==> config.mk <==
export PLATFORM = sky130hd
export DESIGN_NAME = tcap_timer
export DESIGN_NICKNAME = d
export VERILOG_FILES = /design/src/pkg/tcap_pkg.sv /design/src/tcap_edge_sampler.sv /design/src/tcap_timer.sv
export SDC_FILE = /design/constraint.sdc
export NUM_CORES = 1
export LEC_CHECK = 0
export BUFFER_PORTS_ARGS = -buffer_cell sky130_fd_sc_hd__clkbuf_2
export CAP_MARGIN = 20
export CELL_PAD_IN_SITES_DETAIL_PLACEMENT = 1
export CELL_PAD_IN_SITES_GLOBAL_PLACEMENT = 1
export CORE_ASPECT_RATIO = 2
export CORE_MARGIN = 2
export CORE_UTILIZATION = 46
export DETAILED_ROUTE_END_ITERATION = 8
export GPL_ROUTABILITY_DRIVEN = 1
export PLACE_DENSITY_LB_ADDON = 0.1
export SYNTH_ARGS = -nofsm -noshare
export SYNTH_HDL_FRONTEND = slang
export SYNTH_SLANG_ARGS = --single-unit
==> constraint.sdc <==
create_clock -name clk_i -period 5.2 [get_ports clk_i]
set_clock_uncertainty 0.2 [all_clocks]
set_input_delay 0.52 -clock clk_i [delete_from_list [all_inputs] [get_ports clk_i]]
set_output_delay 0.52 -clock clk_i [all_outputs]
set_load 0.02 [all_outputs]
==> src/pkg/tcap_pkg.sv <==
// Shared constants for the 16-bit timer counter with input capture
package tcap_pkg;

   // Byte locations on the 8-bit register port
   localparam logic [3:0] TCAP_ADDR_CTRL_A    = 4'h0; // Mode low bits
   localparam logic [3:0] TCAP_ADDR_CTRL_B    = 4'h1; // Clock, mode, capture
   localparam logic [3:0] TCAP_ADDR_CNT_LO    = 4'h2; // Count low byte
   localparam logic [3:0] TCAP_ADDR_CNT_HI    = 4'h3; // Count high (latch)
   localparam logic [3:0] TCAP_ADDR_CAP_LO    = 4'h4; // Capture low byte
   localparam logic [3:0] TCAP_ADDR_CAP_HI    = 4'h5; // Capture high (latch)
   localparam logic [3:0] TCAP_ADDR_IRQ_EN    = 4'h6; // Interrupt enables
   localparam logic [3:0] TCAP_ADDR_FLAGS     = 4'h7; // Event flags, W1C
   localparam logic [3:0] TCAP_ADDR_CMP_CTRL  = 4'h8; // Comparator control

   // Field positions
   localparam int TCAP_CTRLA_WGM_LSB  = 0; // waveform_mode_select[1:0]
   localparam int TCAP_CTRLB_CS_LSB   = 0; // clock_source_select[2:0]
   localparam int TCAP_CTRLB_WGM_LSB  = 3; // waveform_mode_select[3:2]
   localparam int TCAP_CTRLB_EDGE_BIT = 6; // 1: rising edge captures
   localparam int TCAP_CTRLB_FILT_BIT = 7; // noise_filter_enable
   localparam int TCAP_OVF_BIT        = 2; // Overflow flag / enable
   localparam int TCAP_CAP_BIT        = 5; // Capture flag / enable
   localparam int TCAP_CMP_SEL_BIT    = 2; // comparator_capture_select

   // Reset values
   localparam logic [7:0]  TCAP_RST_BYTE = 8'h00;
   localparam logic [15:0] TCAP_RST_WORD = 16'h0000;

   // Clock source select codes
   localparam logic [2:0] TCAP_CS_STOP   = 3'h0; // No tick, counter halts
   localparam logic [2:0] TCAP_CS_DIV1   = 3'h1;
   localparam logic [2:0] TCAP_CS_DIV8   = 3'h2;
   localparam logic [2:0] TCAP_CS_DIV64  = 3'h3;
   localparam logic [2:0] TCAP_CS_DIV256 = 3'h4;
   localparam logic [2:0] TCAP_CS_DIV1K  = 3'h5;
   localparam logic [2:0] TCAP_CS_EXT_FALL = 3'h6;
   localparam logic [2:0] TCAP_CS_EXT_RISE = 3'h7;

   // Prescaler tap masks: a tick fires when the masked bits are all ones
   localparam logic [9:0] TCAP_PRE_MASK8   = 10'h007;
   localparam logic [9:0] TCAP_PRE_MASK64  = 10'h03F;
   localparam logic [9:0] TCAP_PRE_MASK256 = 10'h0FF;
   localparam logic [9:0] TCAP_PRE_MASK1K  = 10'h3FF;

   // Fixed top values
   localparam logic [15:0] TCAP_TOP_8BIT  = 16'h00FF;
   localparam logic [15:0] TCAP_TOP_9BIT  = 16'h01FF;
   localparam logic [15:0] TCAP_TOP_10BIT = 16'h03FF;
   localparam logic [15:0] TCAP_MAX       = 16'hFFFF;

   // Mode classes, one bit per waveform mode number
   localparam logic [15:0] TCAP_WGM_DUAL    = 16'h0F0E; // Up-down modes
   localparam logic [15:0] TCAP_WGM_TOP8    = 16'h0022;
   localparam logic [15:0] TCAP_WGM_TOP9    = 16'h0044;
   localparam logic [15:0] TCAP_WGM_TOP10   = 16'h0088;
   localparam logic [15:0] TCAP_WGM_TOP_CAP = 16'h5500; // Capture is top
   localparam logic [15:0] TCAP_WGM_TOP_CPA = 16'h8A10; // Compare A is top
   localparam logic [15:0] TCAP_WGM_OVF_MAX = 16'h1010; // Clear-on-match

   // Count direction
   typedef enum logic {TCAP_UP, TCAP_DOWN} tcap_dir_t;

endpackage : tcap_pkg

==> src/tcap_edge_sampler.sv <==
`timescale 1ns/1ps
// Synchroniser, optional four-sample filter and edge detector
module tcap_edge_sampler
   import tcap_pkg::*;
(
   input  wire logic clk_i,      // System clock
   input  wire logic arst_n_i,   // Asynchronous reset, active low
   input  wire logic pin_i,      // Asynchronous level to watch
   input  wire logic filt_en_i,  // Four-sample filter in the path
   input  wire logic enable_i,   // Edge outputs allowed
   output logic      rise_o,     // One-cycle rising edge pulse
   output logic      fall_o      // One-cycle falling edge pulse
);

   logic       sync1_r;  // First stage, read only by sync2_r
   logic       sync2_r;  // Second stage, safe to use
   logic [2:0] hist_r;   // Older samples of sync2_r
   logic       filt_r;   // Filtered level
   logic       prev_r;   // Level seen one cycle ago
   logic       level;    // Level fed to the edge detector

   // Two flops take the pin into the clock domain
   always_ff @(posedge clk_i or negedge arst_n_i) begin
      if (!arst_n_i) begin
         sync1_r <= 1'b0;
         sync2_r <= 1'b0;
      end else begin
         sync1_r <= pin_i;
         sync2_r <= sync1_r;
      end
   end

   // Filter moves only on four equal samples; runs on the raw clock
   always_ff @(posedge clk_i or negedge arst_n_i) begin
      if (!arst_n_i) begin
         hist_r <= 3'h0;
         filt_r <= 1'b0;
      end else begin
         hist_r <= {hist_r[1:0], sync2_r};
         if (hist_r == {3{sync2_r}}) begin
            filt_r <= sync2_r;
         end
      end
   end

   // Filter adds four cycles when chosen
   assign level = filt_en_i ? filt_r : sync2_r;

   // Previous level for the edge detector
   always_ff @(posedge clk_i or negedge arst_n_i) begin
      if (!arst_n_i) begin
         prev_r <= 1'b0;
      end else begin
         prev_r <= level;
      end
   end

   // Edges only while enabled
   assign rise_o = enable_i & level & ~prev_r;
   assign fall_o = enable_i & ~level & prev_r;

endmodule : tcap_edge_sampler

==> src/tcap_timer.sv <==
`timescale 1ns/1ps
// What this block does
// - Count visible as low and high bytes
// - Count low read copies high to latch
// - Count low write loads high from latch
// - Select zero stops count, access stays
// - CPU count write beats tick update
// - Each tick clears, increments or decrements
// - Flag count at zero and at max
// - Four-bit mode split over two registers
// - Overflow flag set per mode, irq
// - Trigger is pin or comparator output
// - Edge copies count, sets flag together
// - Flag irq, cleared by ack or write-one
// - Capture low read latches high byte
// - Capture writable only as top value
// - Source change may capture; clear flag
// - Inputs synchronised like external count pin
// - Filter needs four equal raw samples
// - Filter adds four cycles of delay
// - Capture inputs off in capture-top modes
// - Software pin drive also captures
module tcap_timer
   import tcap_pkg::*;
(
   input  wire logic        clk_i,         // System clock, 200 MHz
   input  wire logic        arst_n_i,      // Asynchronous reset, active low
   input  wire logic [3:0]  bus_addr_i,    // Byte location
   input  wire logic        bus_wr_i,      // Write strobe, one cycle
   input  wire logic        bus_rd_i,      // Read strobe, one cycle
   input  wire logic [7:0]  bus_wdata_i,   // Write data
   output logic      [7:0]  bus_rdata_o,   // Read data, next cycle
   input  wire logic        capture_input_pin_i,  // Capture pin
   input  wire logic        comparator_output_i,  // Comparator result
   input  wire logic        external_count_pin_i, // External tick pin
   input  wire logic [15:0] cmp_a_top_i,   // Top value from compare A
   input  wire logic        cap_irq_ack_i, // Capture irq being served
   input  wire logic        ovf_irq_ack_i, // Overflow irq being served
   output logic             cap_irq_o,     // Capture interrupt request
   output logic             ovf_irq_o,     // Overflow interrupt request
   output logic             at_zero_o,     // Count equals zero
   output logic             at_max_o,      // Count equals mode top
   output logic             timer_tick_o,  // Tick used by the counter
   output logic [15:0]      count_value_o  // Current count
);

   // Software visible state
   logic [7:0]  control_reg_a_r;    // Mode low bits
   logic [7:0]  control_reg_b_r;    // Clock, mode high, capture setup
   logic [7:0]  irq_en_r;           // Interrupt enables
   logic [7:0]  cmp_ctrl_r;         // Comparator control
   logic [7:0]  temp_r;             // Shared high-byte latch
   logic [15:0] count_r;            // count_value
   logic [15:0] capture_r;          // capture_register
   logic        cap_flag_r;         // capture_flag
   logic        ovf_flag_r;         // overflow_flag
   logic [7:0]  rdata_r;            // Registered read data
   tcap_dir_t   dir_r;              // Count direction
   logic [9:0]  presc_r;            // Free-running prescaler

   // Derived control
   logic [3:0]  waveform_mode_select;
   logic [2:0]  clock_source_select;
   logic [15:0] mode_bit;           // One-hot of the mode number
   logic        dual_slope;         // Up-down counting
   logic        cap_is_top;         // Capture register defines top
   logic [15:0] top_value;          // Highest count in this mode
   logic [15:0] count_nxt;          // Count after a tick
   tcap_dir_t   dir_nxt;            // Direction after a tick
   logic        ovf_event;          // Overflow on this tick
   logic        tick;               // Counter tick this cycle
   logic        ext_rise;           // External pin edges
   logic        ext_fall;
   logic        cap_rise;           // Capture trigger edges
   logic        cap_fall;
   logic        cap_event;          // Qualifying capture edge
   logic        trig_src;           // Selected raw trigger
   logic        wr_cnt_lo;          // Decoded bus accesses
   logic        rd_cnt_lo;
   logic        rd_cap_lo;
   logic        wr_hi;
   logic        wr_cap_lo;
   logic        wr_flags;

   // Mode field is spread over both control registers
   assign waveform_mode_select = {
      control_reg_b_r[TCAP_CTRLB_WGM_LSB+1:TCAP_CTRLB_WGM_LSB],
      control_reg_a_r[TCAP_CTRLA_WGM_LSB+1:TCAP_CTRLA_WGM_LSB]
   };
   assign clock_source_select =
      control_reg_b_r[TCAP_CTRLB_CS_LSB+2:TCAP_CTRLB_CS_LSB];
   assign mode_bit   = 16'h0001 << waveform_mode_select;
   assign dual_slope = |(mode_bit & TCAP_WGM_DUAL);
   assign cap_is_top = |(mode_bit & TCAP_WGM_TOP_CAP);

   // Top value chosen by mode; unlisted modes run to the full range
   always_comb begin
      if (|(mode_bit & TCAP_WGM_TOP8)) begin
         top_value = TCAP_TOP_8BIT;
      end else if (|(mode_bit & TCAP_WGM_TOP9)) begin
         top_value = TCAP_TOP_9BIT;
      end else if (|(mode_bit & TCAP_WGM_TOP10)) begin
         top_value = TCAP_TOP_10BIT;
      end else if (cap_is_top) begin
         top_value = capture_r;
      end else if (|(mode_bit & TCAP_WGM_TOP_CPA)) begin
         top_value = cmp_a_top_i;
      end else begin
         top_value = TCAP_MAX;
      end
   end

   // Bus decode; the port is a simple strobe interface
   assign wr_cnt_lo = bus_wr_i && (bus_addr_i == TCAP_ADDR_CNT_LO);
   assign rd_cnt_lo = bus_rd_i && (bus_addr_i == TCAP_ADDR_CNT_LO);
   assign rd_cap_lo = bus_rd_i && (bus_addr_i == TCAP_ADDR_CAP_LO);
   assign wr_cap_lo = bus_wr_i && (bus_addr_i == TCAP_ADDR_CAP_LO)
                      && cap_is_top;
   assign wr_flags  = bus_wr_i && (bus_addr_i == TCAP_ADDR_FLAGS);
   // Both high locations write the shared latch, as for compare regs
   assign wr_hi     = bus_wr_i && ((bus_addr_i == TCAP_ADDR_CNT_HI) ||
                                   (bus_addr_i == TCAP_ADDR_CAP_HI));

   // Prescaler counts every system clock
   always_ff @(posedge clk_i or negedge arst_n_i) begin
      if (!arst_n_i) begin
         presc_r <= 10'h000;
      end else begin
         presc_r <= presc_r + 10'h001;
      end
   end

   // External count pin sampled with the same logic as capture inputs
   tcap_edge_sampler u_ext_sampler (
      .clk_i     (clk_i),
      .arst_n_i  (arst_n_i),
      .pin_i     (external_count_pin_i),
      .filt_en_i (1'b0),
      .enable_i  (1'b1),
      .rise_o    (ext_rise),
      .fall_o    (ext_fall)
   );

   // Tick selection; select zero gives no tick at all
   always_comb begin
      case (clock_source_select)
         TCAP_CS_STOP:     tick = 1'b0;
         TCAP_CS_DIV1:     tick = 1'b1;
         TCAP_CS_DIV8:     tick = &(presc_r | ~TCAP_PRE_MASK8);
         TCAP_CS_DIV64:    tick = &(presc_r | ~TCAP_PRE_MASK64);
         TCAP_CS_DIV256:   tick = &(presc_r | ~TCAP_PRE_MASK256);
         TCAP_CS_DIV1K:    tick = &(presc_r | ~TCAP_PRE_MASK1K);
         TCAP_CS_EXT_FALL: tick = ext_fall;
         TCAP_CS_EXT_RISE: tick = ext_rise;
         default:          tick = 1'b0;
      endcase
   end

   // Next count and direction for one tick
   always_comb begin
      count_nxt = count_r;
      dir_nxt   = dir_r;
      if (!dual_slope) begin
         // Single slope: wrap to zero at top, else step up
         dir_nxt = TCAP_UP;
         if (count_r == top_value) begin
            count_nxt = TCAP_RST_WORD;
         end else begin
            count_nxt = count_r + 16'h0001;
         end
      end else begin
         case (dir_r)
            TCAP_UP: begin
               // Turn at top; a count above top also turns down
               if (count_r >= top_value) begin
                  dir_nxt   = TCAP_DOWN;
                  count_nxt = count_r - 16'h0001;
               end else begin
                  count_nxt = count_r + 16'h0001;
               end
            end
            TCAP_DOWN: begin
               if (count_r == TCAP_RST_WORD) begin
                  dir_nxt   = TCAP_UP;
                  count_nxt = count_r + 16'h0001;
               end else begin
                  count_nxt = count_r - 16'h0001;
               end
            end
            default: begin
               dir_nxt   = TCAP_UP;
               count_nxt = count_r;
            end
         endcase
      end
   end

   // Overflow point depends on the mode
   always_comb begin
      if (dual_slope) begin
         ovf_event = tick && (dir_r == TCAP_DOWN) &&
                     (count_r == TCAP_RST_WORD);
      end else if (|(mode_bit & TCAP_WGM_OVF_MAX)) begin
         ovf_event = tick && (count_r == TCAP_MAX);
      end else begin
         ovf_event = tick && (count_r == top_value);
      end
   end

   // Counter; a CPU write wins over any tick in the same cycle
   always_ff @(posedge clk_i or negedge arst_n_i) begin
      if (!arst_n_i) begin
         count_r <= TCAP_RST_WORD;
         dir_r   <= TCAP_UP;
      end else if (wr_cnt_lo) begin
         count_r <= {temp_r, bus_wdata_i};
      end else if (tick) begin
         count_r <= count_nxt;
         dir_r   <= dir_nxt;
      end else if (!dual_slope) begin
         dir_r   <= TCAP_UP;
      end
   end

   // Shared high-byte latch; later writes simply reuse its content
   always_ff @(posedge clk_i or negedge arst_n_i) begin
      if (!arst_n_i) begin
         temp_r <= TCAP_RST_BYTE;
      end else if (rd_cnt_lo) begin
         temp_r <= count_r[15:8];
      end else if (rd_cap_lo) begin
         temp_r <= capture_r[15:8];
      end else if (wr_hi) begin
         temp_r <= bus_wdata_i;
      end
   end

   // Trigger source is muxed before the synchroniser, so a switch
   // of source can itself look like an edge; software clears after
   assign trig_src = cmp_ctrl_r[TCAP_CMP_SEL_BIT] ?
                     comparator_output_i : capture_input_pin_i;

   // Same sampler as the external pin; a port-driven pin change is
   // just another edge here
   tcap_edge_sampler u_cap_sampler (
      .clk_i     (clk_i),
      .arst_n_i  (arst_n_i),
      .pin_i     (trig_src),
      .filt_en_i (control_reg_b_r[TCAP_CTRLB_FILT_BIT]),
      .enable_i  (!cap_is_top),
      .rise_o    (cap_rise),
      .fall_o    (cap_fall)
   );

   assign cap_event = control_reg_b_r[TCAP_CTRLB_EDGE_BIT] ?
                      cap_rise : cap_fall;

   // Capture register; no capture can occur while it is writable
   always_ff @(posedge clk_i or negedge arst_n_i) begin
      if (!arst_n_i) begin
         capture_r <= TCAP_RST_WORD;
      end else if (cap_event) begin
         capture_r <= count_r;
      end else if (wr_cap_lo) begin
         capture_r <= {temp_r, bus_wdata_i};
      end
   end

   // Capture flag: set in the capture cycle, set beats clear
   always_ff @(posedge clk_i or negedge arst_n_i) begin
      if (!arst_n_i) begin
         cap_flag_r <= 1'b0;
      end else if (cap_event) begin
         cap_flag_r <= 1'b1;
      end else if (cap_irq_ack_i ||
                   (wr_flags && bus_wdata_i[TCAP_CAP_BIT])) begin
         cap_flag_r <= 1'b0;
      end
   end

   // Overflow flag: same clearing scheme
   always_ff @(posedge clk_i or negedge arst_n_i) begin
      if (!arst_n_i) begin
         ovf_flag_r <= 1'b0;
      end else if (ovf_event) begin
         ovf_flag_r <= 1'b1;
      end else if (ovf_irq_ack_i ||
                   (wr_flags && bus_wdata_i[TCAP_OVF_BIT])) begin
         ovf_flag_r <= 1'b0;
      end
   end

   // Configuration registers
   always_ff @(posedge clk_i or negedge arst_n_i) begin
      if (!arst_n_i) begin
         control_reg_a_r <= TCAP_RST_BYTE;
         control_reg_b_r <= TCAP_RST_BYTE;
         irq_en_r        <= TCAP_RST_BYTE;
         cmp_ctrl_r      <= TCAP_RST_BYTE;
      end else if (bus_wr_i) begin
         case (bus_addr_i)
            TCAP_ADDR_CTRL_A:   control_reg_a_r <= bus_wdata_i;
            TCAP_ADDR_CTRL_B:   control_reg_b_r <= bus_wdata_i;
            TCAP_ADDR_IRQ_EN:   irq_en_r        <= bus_wdata_i;
            TCAP_ADDR_CMP_CTRL: cmp_ctrl_r      <= bus_wdata_i;
            default: ;
         endcase
      end
   end

   // Read data, registered; unmapped locations read zero
   always_ff @(posedge clk_i or negedge arst_n_i) begin
      if (!arst_n_i) begin
         rdata_r <= TCAP_RST_BYTE;
      end else if (bus_rd_i) begin
         case (bus_addr_i)
            TCAP_ADDR_CTRL_A:   rdata_r <= control_reg_a_r;
            TCAP_ADDR_CTRL_B:   rdata_r <= control_reg_b_r;
            TCAP_ADDR_CNT_LO:   rdata_r <= count_r[7:0];
            TCAP_ADDR_CNT_HI:   rdata_r <= temp_r;
            TCAP_ADDR_CAP_LO:   rdata_r <= capture_r[7:0];
            TCAP_ADDR_CAP_HI:   rdata_r <= temp_r;
            TCAP_ADDR_IRQ_EN:   rdata_r <= irq_en_r;
            TCAP_ADDR_FLAGS: begin
               rdata_r                <= TCAP_RST_BYTE;
               rdata_r[TCAP_CAP_BIT]  <= cap_flag_r;
               rdata_r[TCAP_OVF_BIT]  <= ovf_flag_r;
            end
            TCAP_ADDR_CMP_CTRL: rdata_r <= cmp_ctrl_r;
            default:            rdata_r <= TCAP_RST_BYTE;
         endcase
      end
   end

   // Outputs
   assign bus_rdata_o   = rdata_r;
   assign cap_irq_o     = cap_flag_r & irq_en_r[TCAP_CAP_BIT];
   assign ovf_irq_o     = ovf_flag_r & irq_en_r[TCAP_OVF_BIT];
   assign at_zero_o     = (count_r == TCAP_RST_WORD);
   assign at_max_o      = (count_r == top_value);
   assign timer_tick_o  = tick;
   assign count_value_o = count_r;

endmodule : tcap_timer

* Yosys cells after proc, flatten, opt, wreduce, memory -nomap -nowiden
Cells that the tools add are included.
Operators by class: $add $sub $neg 3, order comparisons 1, equal/unequal tests 19, shift-type cells 1, muxes and demuxes 34, bitwise gates (word level) 14, reductions and logical operators 42
Operators with widths (number):
- $mux W16 | 13
- $pmux W8 S8 | 1
- $pmux W16 S2 | 1
- $mux W8 | 3
- $add A16 B1 Y16 const B | 1
- $eq A16 B16 Y1 | 1
- $eq A16 B16 Y1 const B | 1
- $eq A4 B3 Y1 const B | 4
- $ge A16 B16 Y1 | 1
- $logic_not A16 Y1 | 1
- $shl A1 B4 Y16 const A | 1
- $sub A16 B1 Y16 const B | 1
- $mux W1 | 14
- $logic_and A1 B1 Y1 | 13
- $eq A3 B3 Y1 const B | 4
- $add A10 B1 Y10 const B | 1
- $reduce_and A10 Y1 | 1
- $reduce_and A2 Y1 | 5
- $reduce_or A2 Y1 | 5
- $and A1 B1 Y1 | 8
- $eq A4 B2 Y1 const B | 2
- $pmux W1 S8 | 1
- $reduce_and A8 Y1 | 1
- $reduce_bool A2 Y1 | 4
- other kinds (17) | 26
Storage, ports and cells: flip-flop bits (word level) 103, output and inout port bits 29

* Logic depth before layout (Yosys ltp)
Gate-level depths: netlist of the first run.
word-level depth 13, gate-level depth with buffers 15

* Cells and area by module
Synthesis of the first run repeated with hierarchy kept, for this count alone.
Unflattened totals: cell total of the unflattened synthesis 696, area total of the unflattened synthesis 6590.1 um^2
By module, submodules not included:
- tcap_timer | times used 1, cells an instance 668, area an instance 6132.1 um^2, seq. area each 2327.2 um^2
- tcap_edge_sampler | times used 2, cells an instance 14, area an instance 229.0 um^2, seq. area each 175.2 um^2

* Worst setup path before layout of the first run
OpenSTA, ideal clock, no wires.
path type register -> register, start point register control_reg_a_r[0], end point register count_r[2], in the netlist count_value_o[2], setup time 0.130 ns, arrival time 3.758 ns, required time 4.870 ns, path slack 1.112 ns, cell stages (with the launch flop) 14, buffers on the path 2, cell sequence dfrtp_1 > clkbuf_1 > clkbuf_1 > nand3_1 > a21oi_1 > a21oi_1 > ha_1 > nand4_1 > nor4_1 > nand2b_1 > o21ai_0 > a221oi_1 > a2bb2oi_1 > o41ai_2
RTL lines:
- start, declared | line tcap_timer.sv:48 | logic [7:0] control_reg_a_r;
- start signal, assigned | line tcap_timer.sv:302 | TCAP_ADDR_CTRL_A: control_reg_a_r <= bus_wdata_i;
- $shl A1 B4 Y16 * | line tcap_timer.sv:92 | assign mode_bit = 16'h0001 << waveform_mode_select;
- $reduce_or A4 Y1 | line tcap_timer.sv:106 | end else if (|(mode_bit & TCAP_WGM_TOP_CPA)) begin
- $mux W16 | line tcap_timer.sv:106
- $mux W16 | line tcap_timer.sv:104 | end else if (cap_is_top) begin
- $mux W16 | line tcap_timer.sv:102 | end else if (|(mode_bit & TCAP_WGM_TOP10)) begin
- $mux W16 | line tcap_timer.sv:100 | end else if (|(mode_bit & TCAP_WGM_TOP9)) begin
- $mux W16 * | line tcap_timer.sv:98 | if (|(mode_bit & TCAP_WGM_TOP8)) begin
- $eq A16 B16 Y1 *
- named net at_max_o | line tcap_timer.sv:42 | output logic at_max_o,
- $mux W16 * | line tcap_timer.sv:166 | if (count_r == top_value) begin
- $mux W16 * | line tcap_timer.sv:163 | if (!dual_slope) begin
- $mux W16 * | line tcap_timer.sv:217 | end else if (tick) begin
- $mux W16 * | line tcap_timer.sv:215 | end else if (wr_cnt_lo) begin
- end signal, assigned | line tcap_timer.sv:216 | count_r <= {temp_r, bus_wdata_i};
- end signal, assigned | line tcap_timer.sv:218 | count_r <= count_nxt;
- end, declared | line tcap_timer.sv:53 | logic [15:0] count_r;
Mark *: on every way through the listed nets, which the timed path passes. The rest lies on a longest branch. The select of a mux whose other input is x is not followed. A chain may end at the register's enable or synchronous reset.

* Worst setup path in the final report of the first run
start point register control_reg_a_r[0], end point register count_r[8], in the netlist count_value_o[8]
Between the ends: word-level cells in the longest chain between the ends 13
RTL lines:
- $shl A1 B4 Y16 * | line tcap_timer.sv:92
- $reduce_or A4 Y1 | line tcap_timer.sv:106
- $mux W16 | line tcap_timer.sv:106
- $mux W16 | line tcap_timer.sv:104
- $mux W16 | line tcap_timer.sv:102
- $mux W16 | line tcap_timer.sv:100
- $mux W16 | line tcap_timer.sv:98
- $ge A16 B16 Y1 | line tcap_timer.sv:175 | if (count_r >= top_value) begin
- $mux W16 | line tcap_timer.sv:175
- $pmux W16 S2 | line tcap_timer.sv:172 | case (dir_r)
- $mux W16 * | line tcap_timer.sv:163
- $mux W16 * | line tcap_timer.sv:217
- $mux W16 * | line tcap_timer.sv:215
Every way passes the cells marked *; elsewhere a longest branch is shown, timed or not. The select of a mux whose other input is x is not followed.

==> flow_results.org, run 1 <==
** Global route
- Maximum number of pins on one net before global-route repair :: between 50 and 60
- The first global-routing pass estimated around 35,000 um of wire.
- Antenna violations before repair :: 0
- The number of global-route vias before repair is around 6,100.
- Total track usage :: between 30% and 40%
- Global route total overflow :: 0

** Setup path
- In this run the number of cells on the critical path is 11.
- Category of the worst setup path launch point :: register
- Counting both buffers and inverters, the worst setup path holds a total of 0.
- The signal on the critical path passes through nor3_1, a21oi_1, o22ai_1, ha_1, nand2_1, o21ai_0, a2111oi_4, a21oi_2, mux2_4, or4_1, nand3b_1.
- R2r worst-path depth :: 11
- Required time worst endpoint :: ~5300 ps
- Along the worst path, the maximum fanout reaches 21.
- CP top delay family :: compound AO/OA/AOI/OAI gates
- In this design, the stage delay of the slowest critical-path cell is between 700 and 800 ps.
- Critical Setup Path Class :: register to register
- On the critical path, the stage with the largest delay is an instance of sky130_fd_sc_hd__dfrtp_1.
- The worst setup path is captured at a register.
- Arr. time, crit path :: between 4000 and 5000 ps
- Flop2flop setup slack :: between 800 and 900 ps

** STA
- On the final layout, the worst hold slack is -5.78 ps.
- Total setup violations reported at the end of the flow :: 0
- Slew at the pin with the worst max-slew slack :: approximately 970 ps
- Final count of pins violating max slew :: 0
- Setup repair after global routing left no endpoint under its margin.
- Fmax :: about 230 MHz
- Summed over all failing endpoints, the final setup total negative slack is 0 ps.
- Final Hold Fails :: 2
- The worst path in the final design needs a cycle of approximately 4300 ps, including I/O delays and setup.
- Worst max-slew margin expressed relative to the limit :: a little over a third
- Final Cycle Share :: just over 80%

** Logic synthesis
- Of the post-synthesis cell area, the dominant cell type holds approximately two fifths.
- After synthesis the netlist holds a flip-flop and latch count of 103.
- By count the netlist is led by sky130_fd_sc_hd__dfrtp_1 (103), sky130_fd_sc_hd__nor2_1 (52), sky130_fd_sc_hd__a21oi_1 (50), sky130_fd_sc_hd__nand2_1 (42), sky130_fd_sc_hd__clkbuf_1 (41).
- The synthesized design spends more area on one cell type than any other, namely sky130_fd_sc_hd__dfrtp_1.
- The synthesized design contains 0 enable-type register cells.
- Synthesis produced a netlist whose cell count is ~700.
- In the post-synthesis netlist, the biggest area contributors are sky130_fd_sc_hd__dfrtp_1 (39%), sky130_fd_sc_hd__mux2_1 (6.5%), sky130_fd_sc_hd__ha_1 (4.0%).
- The mapped netlist covers roughly 6600 um2.
- After synthesis, flip-flops and latches occupy about two fifths of the total area.
- In the synthesized netlist the dominant register cell turns out to be sky130_fd_sc_hd__dfrtp_1.
- After synthesis, the mean cell area works out to between 9 and 10 um2.
- Syn Nets :: roughly 760
- After synthesis, the share of flip-flops with an asynchronous set or reset is 100%.
- The netlist uses 72 different library cells.
- Yosys instantiated no cell more often than sky130_fd_sc_hd__dfrtp_1.
- During synthesis, Yosys emitted a total of 0 warnings.

** Power and ir drop
- Power spent charging and discharging nets :: approximately 1.5 mW
- Net switching is 43.5% of the power.
- Peak supply drop :: 0.252 mV
- In this run the static leakage power is around 3.2 nW.
- The share of total power dissipated in combinational logic is between 30% and 40%.
- Pwr Total :: 3.39 mW
- Sequential group share of total power :: 40.6%
- Clock share of power :: between 20% and 30%
- Power spread over the standard cell area amounts to approximately 460 nW/um2.
- Pint :: approximately 1.9 mW

** Die
- In this run the vertical extent of the chip is ~170 um.
- The floorplan step defined a die boundary enclosing between 15,000 and 20,000 um2.
- Starting Density :: between 40% and 50%
- The core region is around 14,000 um2.
- Die span in x :: roughly 89 um
- Number of ports placed on the die boundary :: 66
- Standard-cell rows :: 62

** CTS
- Num CTS Buffers :: 9
- Skew-Pair Late Insertion Delay :: approximately 350 ps
- Clock tree sinks :: around 100
- Buffer depth of the longest clock path :: 2
- Post-CTS resize count :: 0
- The H-tree generated during clock tree synthesis spans 3 levels.
- Buffers added to address setup during post-CTS repair amount to 0.
- Buffers inserted to repair hold after CTS numbered 0.
- Clock root buffer :: sky130_fd_sc_hd__clkbuf_16
- Clock tree from TritonCTS :: built
- Clock transition at path regs :: ~90 ps

** Final layout
- Layout cell share with drive strength beyond 1 :: between 10% and 20%
- Synth-to-Final Area Change :: 11.3%
- Post-layout net count :: 793
- The repair_antennas step left the layout with diodes totalling 0.
- The finished layout holds around 930 standard cells, fillers aside.

** Flow run
- Max-cap violations in this run came to 0.

** Routing
- Detailed routing placed a total of 11,300 um of wire on met2.
- Metal1 wirelength :: 9440 um
- Once detail routing completed, the nets flagged for antenna violations numbered 0.
- The detailed router finished its first iteration with about 380 violations.
- Summed over all layers, the routed wires come to 22,100 um.
- DR vias :: a little under 6,000
- DR WL met3 :: 670 um
- Uppermost layer routed :: met4
- Routed wirelength normalized by instance count :: 23.7 um
- For this run, design rule violations remaining after detail routing come to 0.
- The pre-antenna-repair detailed-routing pass consisted of 7 iterations.
- Dividing the detail-routed via count by the number of cells gives roughly 6.3.

** Min path
- The min-delay analysis places its worst path in the category input pin to async pin.

** Outcome
- Violations in the final reports :: hold timing
- Outcome :: complete, but fails checks

** Place
- Routability congestion estimate from global placement :: 0.892
- Number of port buffers :: 65
- The number of placed instances, taps included, is about 920.
- Summed over all nets, the half-perimeter wirelength after detailed placement is about 16,000 um.
cells in the final DEF, fill, tap and decap left out, types with 4 or more instances in the layout:
master	n
sky130_fd_sc_hd__a21o_1	16
sky130_fd_sc_hd__mux2_1	38
sky130_fd_sc_hd__buf_4	8
sky130_fd_sc_hd__inv_1	17
sky130_fd_sc_hd__ha_1	21
sky130_fd_sc_hd__nand2_1	42
sky130_fd_sc_hd__a22o_1	17
sky130_fd_sc_hd__nand2b_1	9
sky130_fd_sc_hd__and3_1	11
sky130_fd_sc_hd__nor4_1	11
sky130_fd_sc_hd__a222oi_1	5
sky130_fd_sc_hd__nand3b_1	5
sky130_fd_sc_hd__a31oi_1	5
sky130_fd_sc_hd__nand4_1	8
sky130_fd_sc_hd__clkbuf_2	64
sky130_fd_sc_hd__nor2_1	52
sky130_fd_sc_hd__or4_1	6
sky130_fd_sc_hd__xor2_1	4
sky130_fd_sc_hd__nor3_1	12
sky130_fd_sc_hd__o21ai_1	10
sky130_fd_sc_hd__o31ai_1	7
sky130_fd_sc_hd__nand3_1	27
sky130_fd_sc_hd__and2_1	9
sky130_fd_sc_hd__mux2_2	18
sky130_fd_sc_hd__nand4b_1	7
sky130_fd_sc_hd__a21oi_1	50
sky130_fd_sc_hd__clkbuf_16	9
sky130_fd_sc_hd__a22oi_1	7
sky130_fd_sc_hd__o21ai_0	22
sky130_fd_sc_hd__mux2i_1	22
sky130_fd_sc_hd__o22ai_1	21
sky130_fd_sc_hd__or3_1	4
sky130_fd_sc_hd__dfrtp_1	103
sky130_fd_sc_hd__nor2b_1	6
sky130_fd_sc_hd__xnor2_1	6
power by group through the flow:
stage | sequential (mW) | combinational, mW | clock [mW]
CTS | 1.37 | 1.30 | 0.722
finish | 1.38 | 1.31 | 0.705
detailed placement | 1.38 | 1.29 | 0
floorplan | 1.21 | 0.984 | 0
global placement | 1.38 | 1.25 | 0
global route | 1.41 | 1.45 | 0.748
flip-flops by register name (all words and copies together), names as in the netlist, 3 cells and up:
signal and cells:
temp_r 8, bus_rdata_o 8, cmp_ctrl_r 8, u_cap_sampler.hist_r 3, control_reg_a_r 8, presc_r 10, irq_en_r 8, control_reg_b_r 8
capture_r 16, count_value_o 16
kinds of logic (layout without fill, tap and decap cells):
family,count (synthesis),in the layout,synth area share (%)
AOI/OAI and AO/OA,196,196,20.5
xor gates and xnor gates,10,10,1.33
adders and majority gates,21,21,3.98
buffers and inverters,66,109,3.83
DFF,103,103,39.0
muxes,80,80,13.3
and+or+nand+nor,221,221,18.0
final timing paths:
check,start,endpoint
setup / recovery,control_reg_a_r[0]$_DFFE_PN0P_,count_value_o[8]$_DFFE_PN0P_
hold / removal,arst_n_i,count_value_o[14]$_DFFE_PN0P_
setup reg to reg,control_reg_a_r[0]$_DFFE_PN0P_,count_value_o[8]$_DFFE_PN0P_
hold reg to reg,u_ext_sampler.sync1_r$_DFF_PN0_,u_ext_sampler.sync2_r$_DFF_PN0_
max in group asynchronous,arst_n_i,irq_en_r[1]$_DFFE_PN0P_
min in group clk_i,external_count_pin_i,u_ext_sampler.sync1_r$_DFF_PN0_
stage by stage:
| stage | setup slack, ps | hold WS, ps | instance area (um2) | util (%) |
|---|---|---|---|---|
| global placement | 1070 | 131 | 7040 | 49.6 |
| global route | 557 | 58.0 | 7350 | 51.8 |
| floorplan | 1110 | 24.4 | 6600 | - |
| detailed placement | 978 | 136 | 7040 | 49.6 |
| finish | 896 | -5.78 | 7350 | 51.8 |
| CTS | 915 | 33.8 | 7340 | 51.7 |
worst reg2reg max path, delay by kind of cell (launching register included):
family | cells | cell delay, ps
muxes | 1 | 360
DFF | 1 | 780
AOI/OAI and AO/OA | 5 | 1860
adders and majority gates | 1 | 350
and+or+nand+nor | 4 | 700
per-layer routing:
metal  vias to the layer above  track usage (%)
met5                         -                0
met4                         0             10.8
met3                        48             2.57
met2                       176             49.2
met1                      2994             40.8
li1                       2697                -
final cells by class:
class	count	area [um2]
Inverter	21	78.8
Timing Repair Buffer	72	380
Clock buffer	10	239
Clock inverter	6	62.6
Multi-Input combinational cell	528	3770
Tap cell	192	240
Sequential cell	103	2580
Fill cell	1670	6840
Note: power is estimated with default switching activity, not from simulation.
==> run 2: changes to the inputs <==
- CORE_UTILIZATION: 46 -> 42
- clock period: 5.2 -> 3.7 ns (I/O delays scaled with it)
==> run 2 against run 1 <==
Against the previous run:
- the run now ends clean
- final cell count up 4.9%
- via count up 5.1%
- utilization is 1.3 points lower
==> flow_results.org, run 2 (same netlist as run 1, synthesis figures left out) <==
** Global route
- Global routing used 29.9% of the available tracks across all layers.
- Global route total overflow :: 0
- The number of global-route vias before repair is 6,707.
- The initial antenna violation count came to 0.
- The first global-routing pass estimated 37,800 um of wire.
- Maximum number of pins on one net before global-route repair :: just over 60

** Place
- Including well taps, the total number of placed cells is roughly 960.
- Prior to clock tree synthesis, the placed netlist has a worst setup slack of -28.4 ps.
- Number of port buffers :: 65
- The congestion estimate from routability-driven global placement came to approximately 0.93.
- Summed over all nets, the half-perimeter wirelength after detailed placement is roughly 19,000 um.

** Routing
- In the final routed layout, each cell accounts on average for about 25 um.
- After detailed routing, the total wire length is roughly 25,000 um.
- DR vias :: 6,217
- In this run, the number of DRC markers left after iteration 0 of detailed routing was 285.
- Post-route antenna net violation count :: 0
- In the routed design, unresolved DRC markers number 0.
- Dividing the detail-routed via count by the number of cells gives roughly 6.4.
- The first detailed-routing pass took 8 iterations.

** Final layout
- Of the cells placed in the final design, the portion with a size suffix greater than 1 is between 20% and 30%.
- The number of antenna diodes in the final layout is 0.
- Leaving out fill and tap cells, the most frequent cells in the layout are sky130_fd_sc_hd__dfrtp_1 (100), sky130_fd_sc_hd__clkbuf_2 (64), sky130_fd_sc_hd__nor2_1 (51).
- Post-layout net count :: between 800 and 900
- The layout has between 1,500 and 2,000 filler cells.
- Synth-to-Final Area Change :: 17.5%
- Most common library cell in the layout ignoring fill and taps :: sky130_fd_sc_hd__dfrtp_1
- Excluding fillers, the count of instances in the completed layout stands at approximately 980.

** Setup path
- The worst setup path is launched from a register.
- Critical Setup Path Class :: register to register
- For the worst setup path, the data required time is roughly 3700 ps.
- Along the worst path, the maximum fanout reaches 8.
- CP endpoint kind :: register
- Flop2flop setup slack :: about 120 ps
- Arr. time, crit path :: approximately 3600 ps

** STA
- Measured against its own limit, the worst slew margin works out to between 40% and 50%.
- Setup slack on the critical path of the routed design comes to roughly 120 ps.
- Total setup violations reported at the end of the flow :: 0
- The number of pins exceeding their max-slew limit in the final report was 0.
- The number of hold violations in the final report is 0.
- Slew at the pin with the worst max-slew slack :: slightly below 900 ps
- Setup repair after global routing could not meet its margin everywhere.
- Final Cycle Share :: a little over nine tenths
- Fmax :: between 200 and 300 MHz
- The worst path in the final design needs a cycle of approximately 3600 ps, including I/O delays and setup.

** Power and ir drop
- Peak supply drop :: 0.380 mV
- Combinational cell fraction of total power :: between 40% and 50%
- Power spent charging and discharging nets :: approximately 2.2 mW
- Of the total power, registers draw 34.5%.
- Clock share of power :: a little over 20%
- Net switching is approximately two fifths of the power.
- For this design the ratio of total power to cell area is between 600 and 700 nW/um2.
- The internal portion of the total power is 2.98 mW.
- For this design the static power due to leakage is approximately 3.4 nW.

** Die
- The die is 181 um tall.
- The die covers ~17,000 um2.
- During I/O placement, the number of pins put on the boundary was 66.
- Placeable Area :: 15,400 um2
- Die span in x :: a little over 90 um
- Starting Density :: a little over two fifths
- Standard-cell rows :: 64

** CTS
- Skew-Pair Late Insertion Delay :: around 360 ps
- Clock tree sinks :: slightly above 100
- Buffer depth of the longest clock path :: 2
- Clock-pin slew was measured on the worst setup and hold paths at around 70 ps.
- Num CTS Buffers :: 9
- TritonCTS built the clock tree.
- Clock root buffer :: sky130_fd_sc_hd__clkbuf_16
- Number of H-tree levels :: 3

** Min path
- Tightest Hold Check Type :: input pin to register

** Outcome
- Outcome :: finished, final reports clean

** Flow run
- Number of max-cap violations :: 0
## run 2: power by group through the flow
stage	clock network (mW)	logic [mW]	registers, mW
2_1_floorplan	0	1.39	1.70
3_3_place_gp	0	2.16	1.76
3_5_place_dp	0	2.26	1.78
4_1_cts	1.06	2.27	1.76
5_1_grt	1.11	2.49	1.80
6_report	1.04	2.32	1.77
## run 2: repair_timing
action | in CTS | in global routing
pin swaps | 0 | 4
setup endpoints to repair | 5 | 14
hold buffers | 2 | 0
resized for setup | 1 | 12
endpoints found under the hold margin | 60 | 0
setup buffers | 0 | 1
## run 2: stage by stage
stage                     hold WS (ps)  TNS (ps)  total power, mW  utilization (%)  area (um2)
after floorplan                   -126         0             3.09                -        6620
after global placement             134         0             3.92             47.9        7360
after detailed placement           144     -37.7             4.03             47.9        7360
after CTS                         46.4         0             5.09             50.1        7700
after global routing              48.2     -32.7             5.40             50.5        7760
final                             54.1         0             5.13             50.5        7760
## run 2: worst paths after layout
| check | startpoint | endpoint | cells after the start |
|---|---|---|---|
| max | control_reg_b_r[4]$_DFFE_PN0P_ | count_value_o[2]$_DFFE_PN0P_ | 14 |
| min | comparator_output_i | u_cap_sampler.sync1_r$_DFF_PN0_ | 2 |
| max reg2reg | control_reg_b_r[4]$_DFFE_PN0P_ | count_value_o[2]$_DFFE_PN0P_ | 14 |
| min reg2reg | u_ext_sampler.sync1_r$_DFF_PN0_ | u_ext_sampler.sync2_r$_DFF_PN0_ | 0 |
| max in group asynchronous | arst_n_i | presc_r[7]$_DFF_PN0_ | 3 |
| min in group asynchronous | arst_n_i | count_value_o[5]$_DFFE_PN0P_ | 2 |
## run 2: cell type report
| type | instances | area, um2 | area share (%) |
|---|---|---|---|
| Clock buffer | 11 | 243 | 3.13 |
| Clock inverter | 4 | 70.1 | 0.903 |
| Inverter | 21 | 78.8 | 1.02 |
| Multi-Input combinational cell | 528 | 3820 | 49.3 |
| Sequential cell | 103 | 2580 | 33.3 |
| Tap cell | 198 | 248 | 3.19 |
| Timing Repair Buffer | 113 | 713 | 9.19 |
## run 2: critical path, cell delays in order, from the launching register on
cell                        delay [ps]
sky130_fd_sc_hd__dfrtp_2           460
sky130_fd_sc_hd__or2_1             260
sky130_fd_sc_hd__o21ai_0           220
sky130_fd_sc_hd__buf_4             170
sky130_fd_sc_hd__a221oi_1           70
sky130_fd_sc_hd__ha_1              310
sky130_fd_sc_hd__nand4_1           220
sky130_fd_sc_hd__buf_4             220
sky130_fd_sc_hd__nor4_4            250
sky130_fd_sc_hd__nand2b_1          190
sky130_fd_sc_hd__buf_4             160
sky130_fd_sc_hd__o21ai_0            80
sky130_fd_sc_hd__a221oi_1          310
sky130_fd_sc_hd__a2bb2oi_1         230
sky130_fd_sc_hd__o41ai_2           110
## run 2: metal layers
metal  share of wire [%]  vias up  GRT usage (%)
met3                 3.2       88           3.21
met2                  54      203           54.8
met1                  35     3147           31.2
met5                   0        -              0
li1                    -     2779              -
met4                 7.1        0           20.4
==> run 3: changes to the inputs <==
- CORE_ASPECT_RATIO: 2 -> 0.9
- PLACE_DENSITY: not set -> 0.88
- PLACE_DENSITY_LB_ADDON: 0.1 -> not set
==> run 3 against run 2 <==
Against the previous run:
- utilization hardly changed
- hold slack worse by 9.1 ps
- combinational power hardly changed
- die area shrank 0.35%
- largest cell class unchanged
- highest routed layer unchanged
==> flow_results.org, run 3 (same netlist as run 1, synthesis figures left out) <==
** Setup path
- Arr. time, crit path :: roughly 3600 ps
- For this run, the slowest stage of the critical path takes 490 ps.
- CP top delay family :: compound AO/OA/AOI/OAI gates
- The worst setup path is captured at a register.
- For the worst setup path, the data required time is about 3800 ps.
- Largest fanout on the critical path :: 15
- The critical path contains buffers and inverters numbering 2 combined.
- The critical path goes through buf_12, or2_1, o21ai_1, a221oi_2, ha_1, nand4_1, nor2_1, a2111oi_4, a21oi_2, buf_2, o221ai_1, a21oi_1, o32a_1.
- Category of the worst setup path launch point :: register
- Cell with the biggest individual delay on the critical path :: sky130_fd_sc_hd__dfrtp_2
- The critical path in this run is classified as register to register.

** Place
- The HPWL after detailed placement is between 15,000 and 20,000 um.
- Number of port buffers :: 65
- Setup slack at placement :: -74.4 ps
- At the end of routability-driven placement, the weighted congestion stood at roughly 1.
- Once placement completed, the tool counted placed cells totaling 955.

** CTS
- No sink is reached through more buffers than the 2 on the longest clock path.
- The H-tree generated during clock tree synthesis spans 3 levels.
- Clock tree synthesis selected as its root buffer the cell sky130_fd_sc_hd__clkbuf_16.
- The number of clock buffers added by TritonCTS is 9.
- At the later pin of the worst-skew pair, clock insertion delay measures 360 ps.
- Clock tree from TritonCTS :: built
- Clock tree sinks :: around 100
- Clock transition at path regs :: roughly 80 ps

** STA
- Setup tns final :: 0 ps
- Total setup violations reported at the end of the flow :: 0
- Minimum clock period :: 3570 ps
- Fmax :: around 280 MHz
- Worst max-slew margin expressed relative to the limit :: 56.0%
- Slew at the pin with the worst max-slew slack :: about 660 ps
- Final Cycle Share :: a little over nine tenths
- Final count of pins violating max slew :: 0
- Worst Hold Slack :: 45.0 ps
- Setup slack on the critical path of the routed design comes to approximately 130 ps.
- Final Hold Fails :: 0

** Routing
- The detail route stage leaves a number of antenna-violating nets equal to 0.
- After the first detailed-routing iteration, the DRC count stood at about 880.
- Per-cell via count in the routed design :: approximately 6.6
- In the final routed layout, each cell accounts on average for between 20 and 30 um.
- Final routed wirelength across all metal layers :: ~25,000 um
- Before antenna repair, the detailed router went through 5 iterations.
- The final route contains 6,449 vias.
- In the routed design, unresolved DRC markers number 0.

** Flow run
- Across the run, the number of max-cap violations was 0.

** Power and ir drop
- Pwr Total :: 5.14 mW
- In this run the static leakage power is roughly 3.4 nW.
- Across the VDD grid, the largest voltage drop is roughly 0.31 mV.
- In this run the power density over the cells is between 600 and 700 nW/um2.

** Final layout
- Relative to the synthesized area, the layout overhead comes to 17.5%.
- Leaving out fill and tap cells, the most frequent cell in the layout is sky130_fd_sc_hd__dfrtp_1.
- In the final layout, the share of cells above drive strength 1 is between 20% and 30%.
- In the layout the commonest cells are sky130_fd_sc_hd__dfrtp_1 (100), sky130_fd_sc_hd__clkbuf_2 (64), sky130_fd_sc_hd__nor2_1 (51).
- 0 antenna diodes ended up in the layout.
- Filler Cell Count :: around 1,800
- Number of standard cells in the final layout excluding fillers :: 976
- Post-layout net count :: approximately 830

** Min path
- In this run the worst hold path is classified as input pin to register.

** Global route
- Global route total overflow :: 0
- Total track usage :: between 30% and 40%
- Antenna violations before repair :: 0
- Maximum number of pins on one net before global-route repair :: between 80 and 90
- The first global-routing pass estimated between 30,000 and 40,000 um of wire.
- The number of global-route vias before repair was between 6,000 and 7,000.

** Die
- From bottom edge to top edge, the die measures about 120 um.
- Standard-cell rows :: between 40 and 50
- For this configuration, the core starts out at a cell density of between 40% and 50%.
- Placeable Area :: 15,400 um2
- Number of ports placed on the die boundary :: 66
- The die is around 140 um wide.
- The floorplan step defined a die boundary enclosing about 17,000 um2.

** Outcome
- Outcome :: finished, final reports clean
==> run 3: cell count changes in the layout (fill, tap and decap cells not counted), moves of 2 or more <==
| cell | before | now |
|---|---|---|
| sky130_fd_sc_hd__inv_6 | 0 | 2 |
| sky130_fd_sc_hd__o21ai_0 | 21 | 19 |
| sky130_fd_sc_hd__o21ai_1 | 10 | 13 |
| sky130_fd_sc_hd__clkinv_4 | 0 | 2 |
| sky130_fd_sc_hd__clkinv_2 | 2 | 0 |
| sky130_fd_sc_hd__buf_4 | 44 | 35 |
| sky130_fd_sc_hd__a21oi_1 | 50 | 48 |
| sky130_fd_sc_hd__a21oi_2 | 1 | 3 |
| sky130_fd_sc_hd__a221oi_1 | 3 | 0 |
| sky130_fd_sc_hd__a221oi_2 | 0 | 3 |
==> run 3: layer usage <==
layer | wire length [um] | share of wire, % | vias to the layer above | global-route usage (%)
met1 | 10500 | 43 | 3259 | 42.0
li1 | - | - | 2775 | -
met2 | 11100 | 45 | 362 | 47.4
met3 | 2050 | 8.3 | 53 | 4.76
met5 | 0 | 0 | - | 0
met4 | 886 | 3.6 | 0 | 13.2
==> run 3: worst register-to-register path: cells and delay by family (launching register included) <==
kind,cells,cell delay (ps)
adders and majority gates,1,310
AOI/OAI and AO/OA,7,1630
buffers and inverters,2,380
DFF,1,490
and+or+nand+nor,3,460
==> run 3: final cells by class <==
type | instances | area [um2] | area share [%]
Multi-Input combinational cell | 528 | 3860 | 49.8
Sequential cell | 103 | 2580 | 33.3
Timing Repair Buffer | 106 | 678 | 8.74
Tap cell | 202 | 253 | 3.26
Clock buffer | 10 | 229 | 2.95
Inverter | 21 | 81.3 | 1.05
Clock inverter | 6 | 76.3 | 0.984
==> run 3: final timing paths <==
path | startpoint | endpoint | slack [ps] | depth (start not counted)
worst max-delay path | control_reg_a_r[0]$_DFFE_PN0P_ | count_value_o[4]$_DFFE_PN0P_ | 130 | 13
worst max register to register | control_reg_a_r[0]$_DFFE_PN0P_ | count_value_o[4]$_DFFE_PN0P_ | 130 | 13
max in group asynchronous | arst_n_i | cmp_ctrl_r[2]$_DFFE_PN0P_ | 2090 | 4
min in group asynchronous | arst_n_i | count_value_o[9]$_DFFE_PN0P_ | 250 | 2
worst min-delay path | comparator_output_i | u_cap_sampler.sync1_r$_DFF_PN0_ | 50 | 2
worst min register to register | u_cap_sampler.sync1_r$_DFF_PN0_ | u_cap_sampler.sync2_r$_DFF_PN0_ | 160 | 0
==> run 3: power by group <==
part / internal (mW) / switching (mW)
sequential: 1.41 / 0.427
combinational: 0.951 / 1.34
clock: 0.538 / 0.476
==> run 3: stage by stage <==
stage	instance area (um2)	utilization, %
2_1_floorplan	6620	-
3_3_place_gp	7310	47.5
3_5_place_dp	7310	47.5
4_1_cts	7640	49.7
5_1_grt	7760	50.4
6_report	7760	50.4
==> run 3: repair_timing <==
action,in CTS,in global routing
cloned,0,1
pin swaps,0,3
hold endpoints to repair,1,19
resized for setup,4,18
endpoints found under the setup margin,8,16
buffers inserted,0,0
hold buffers,1,1
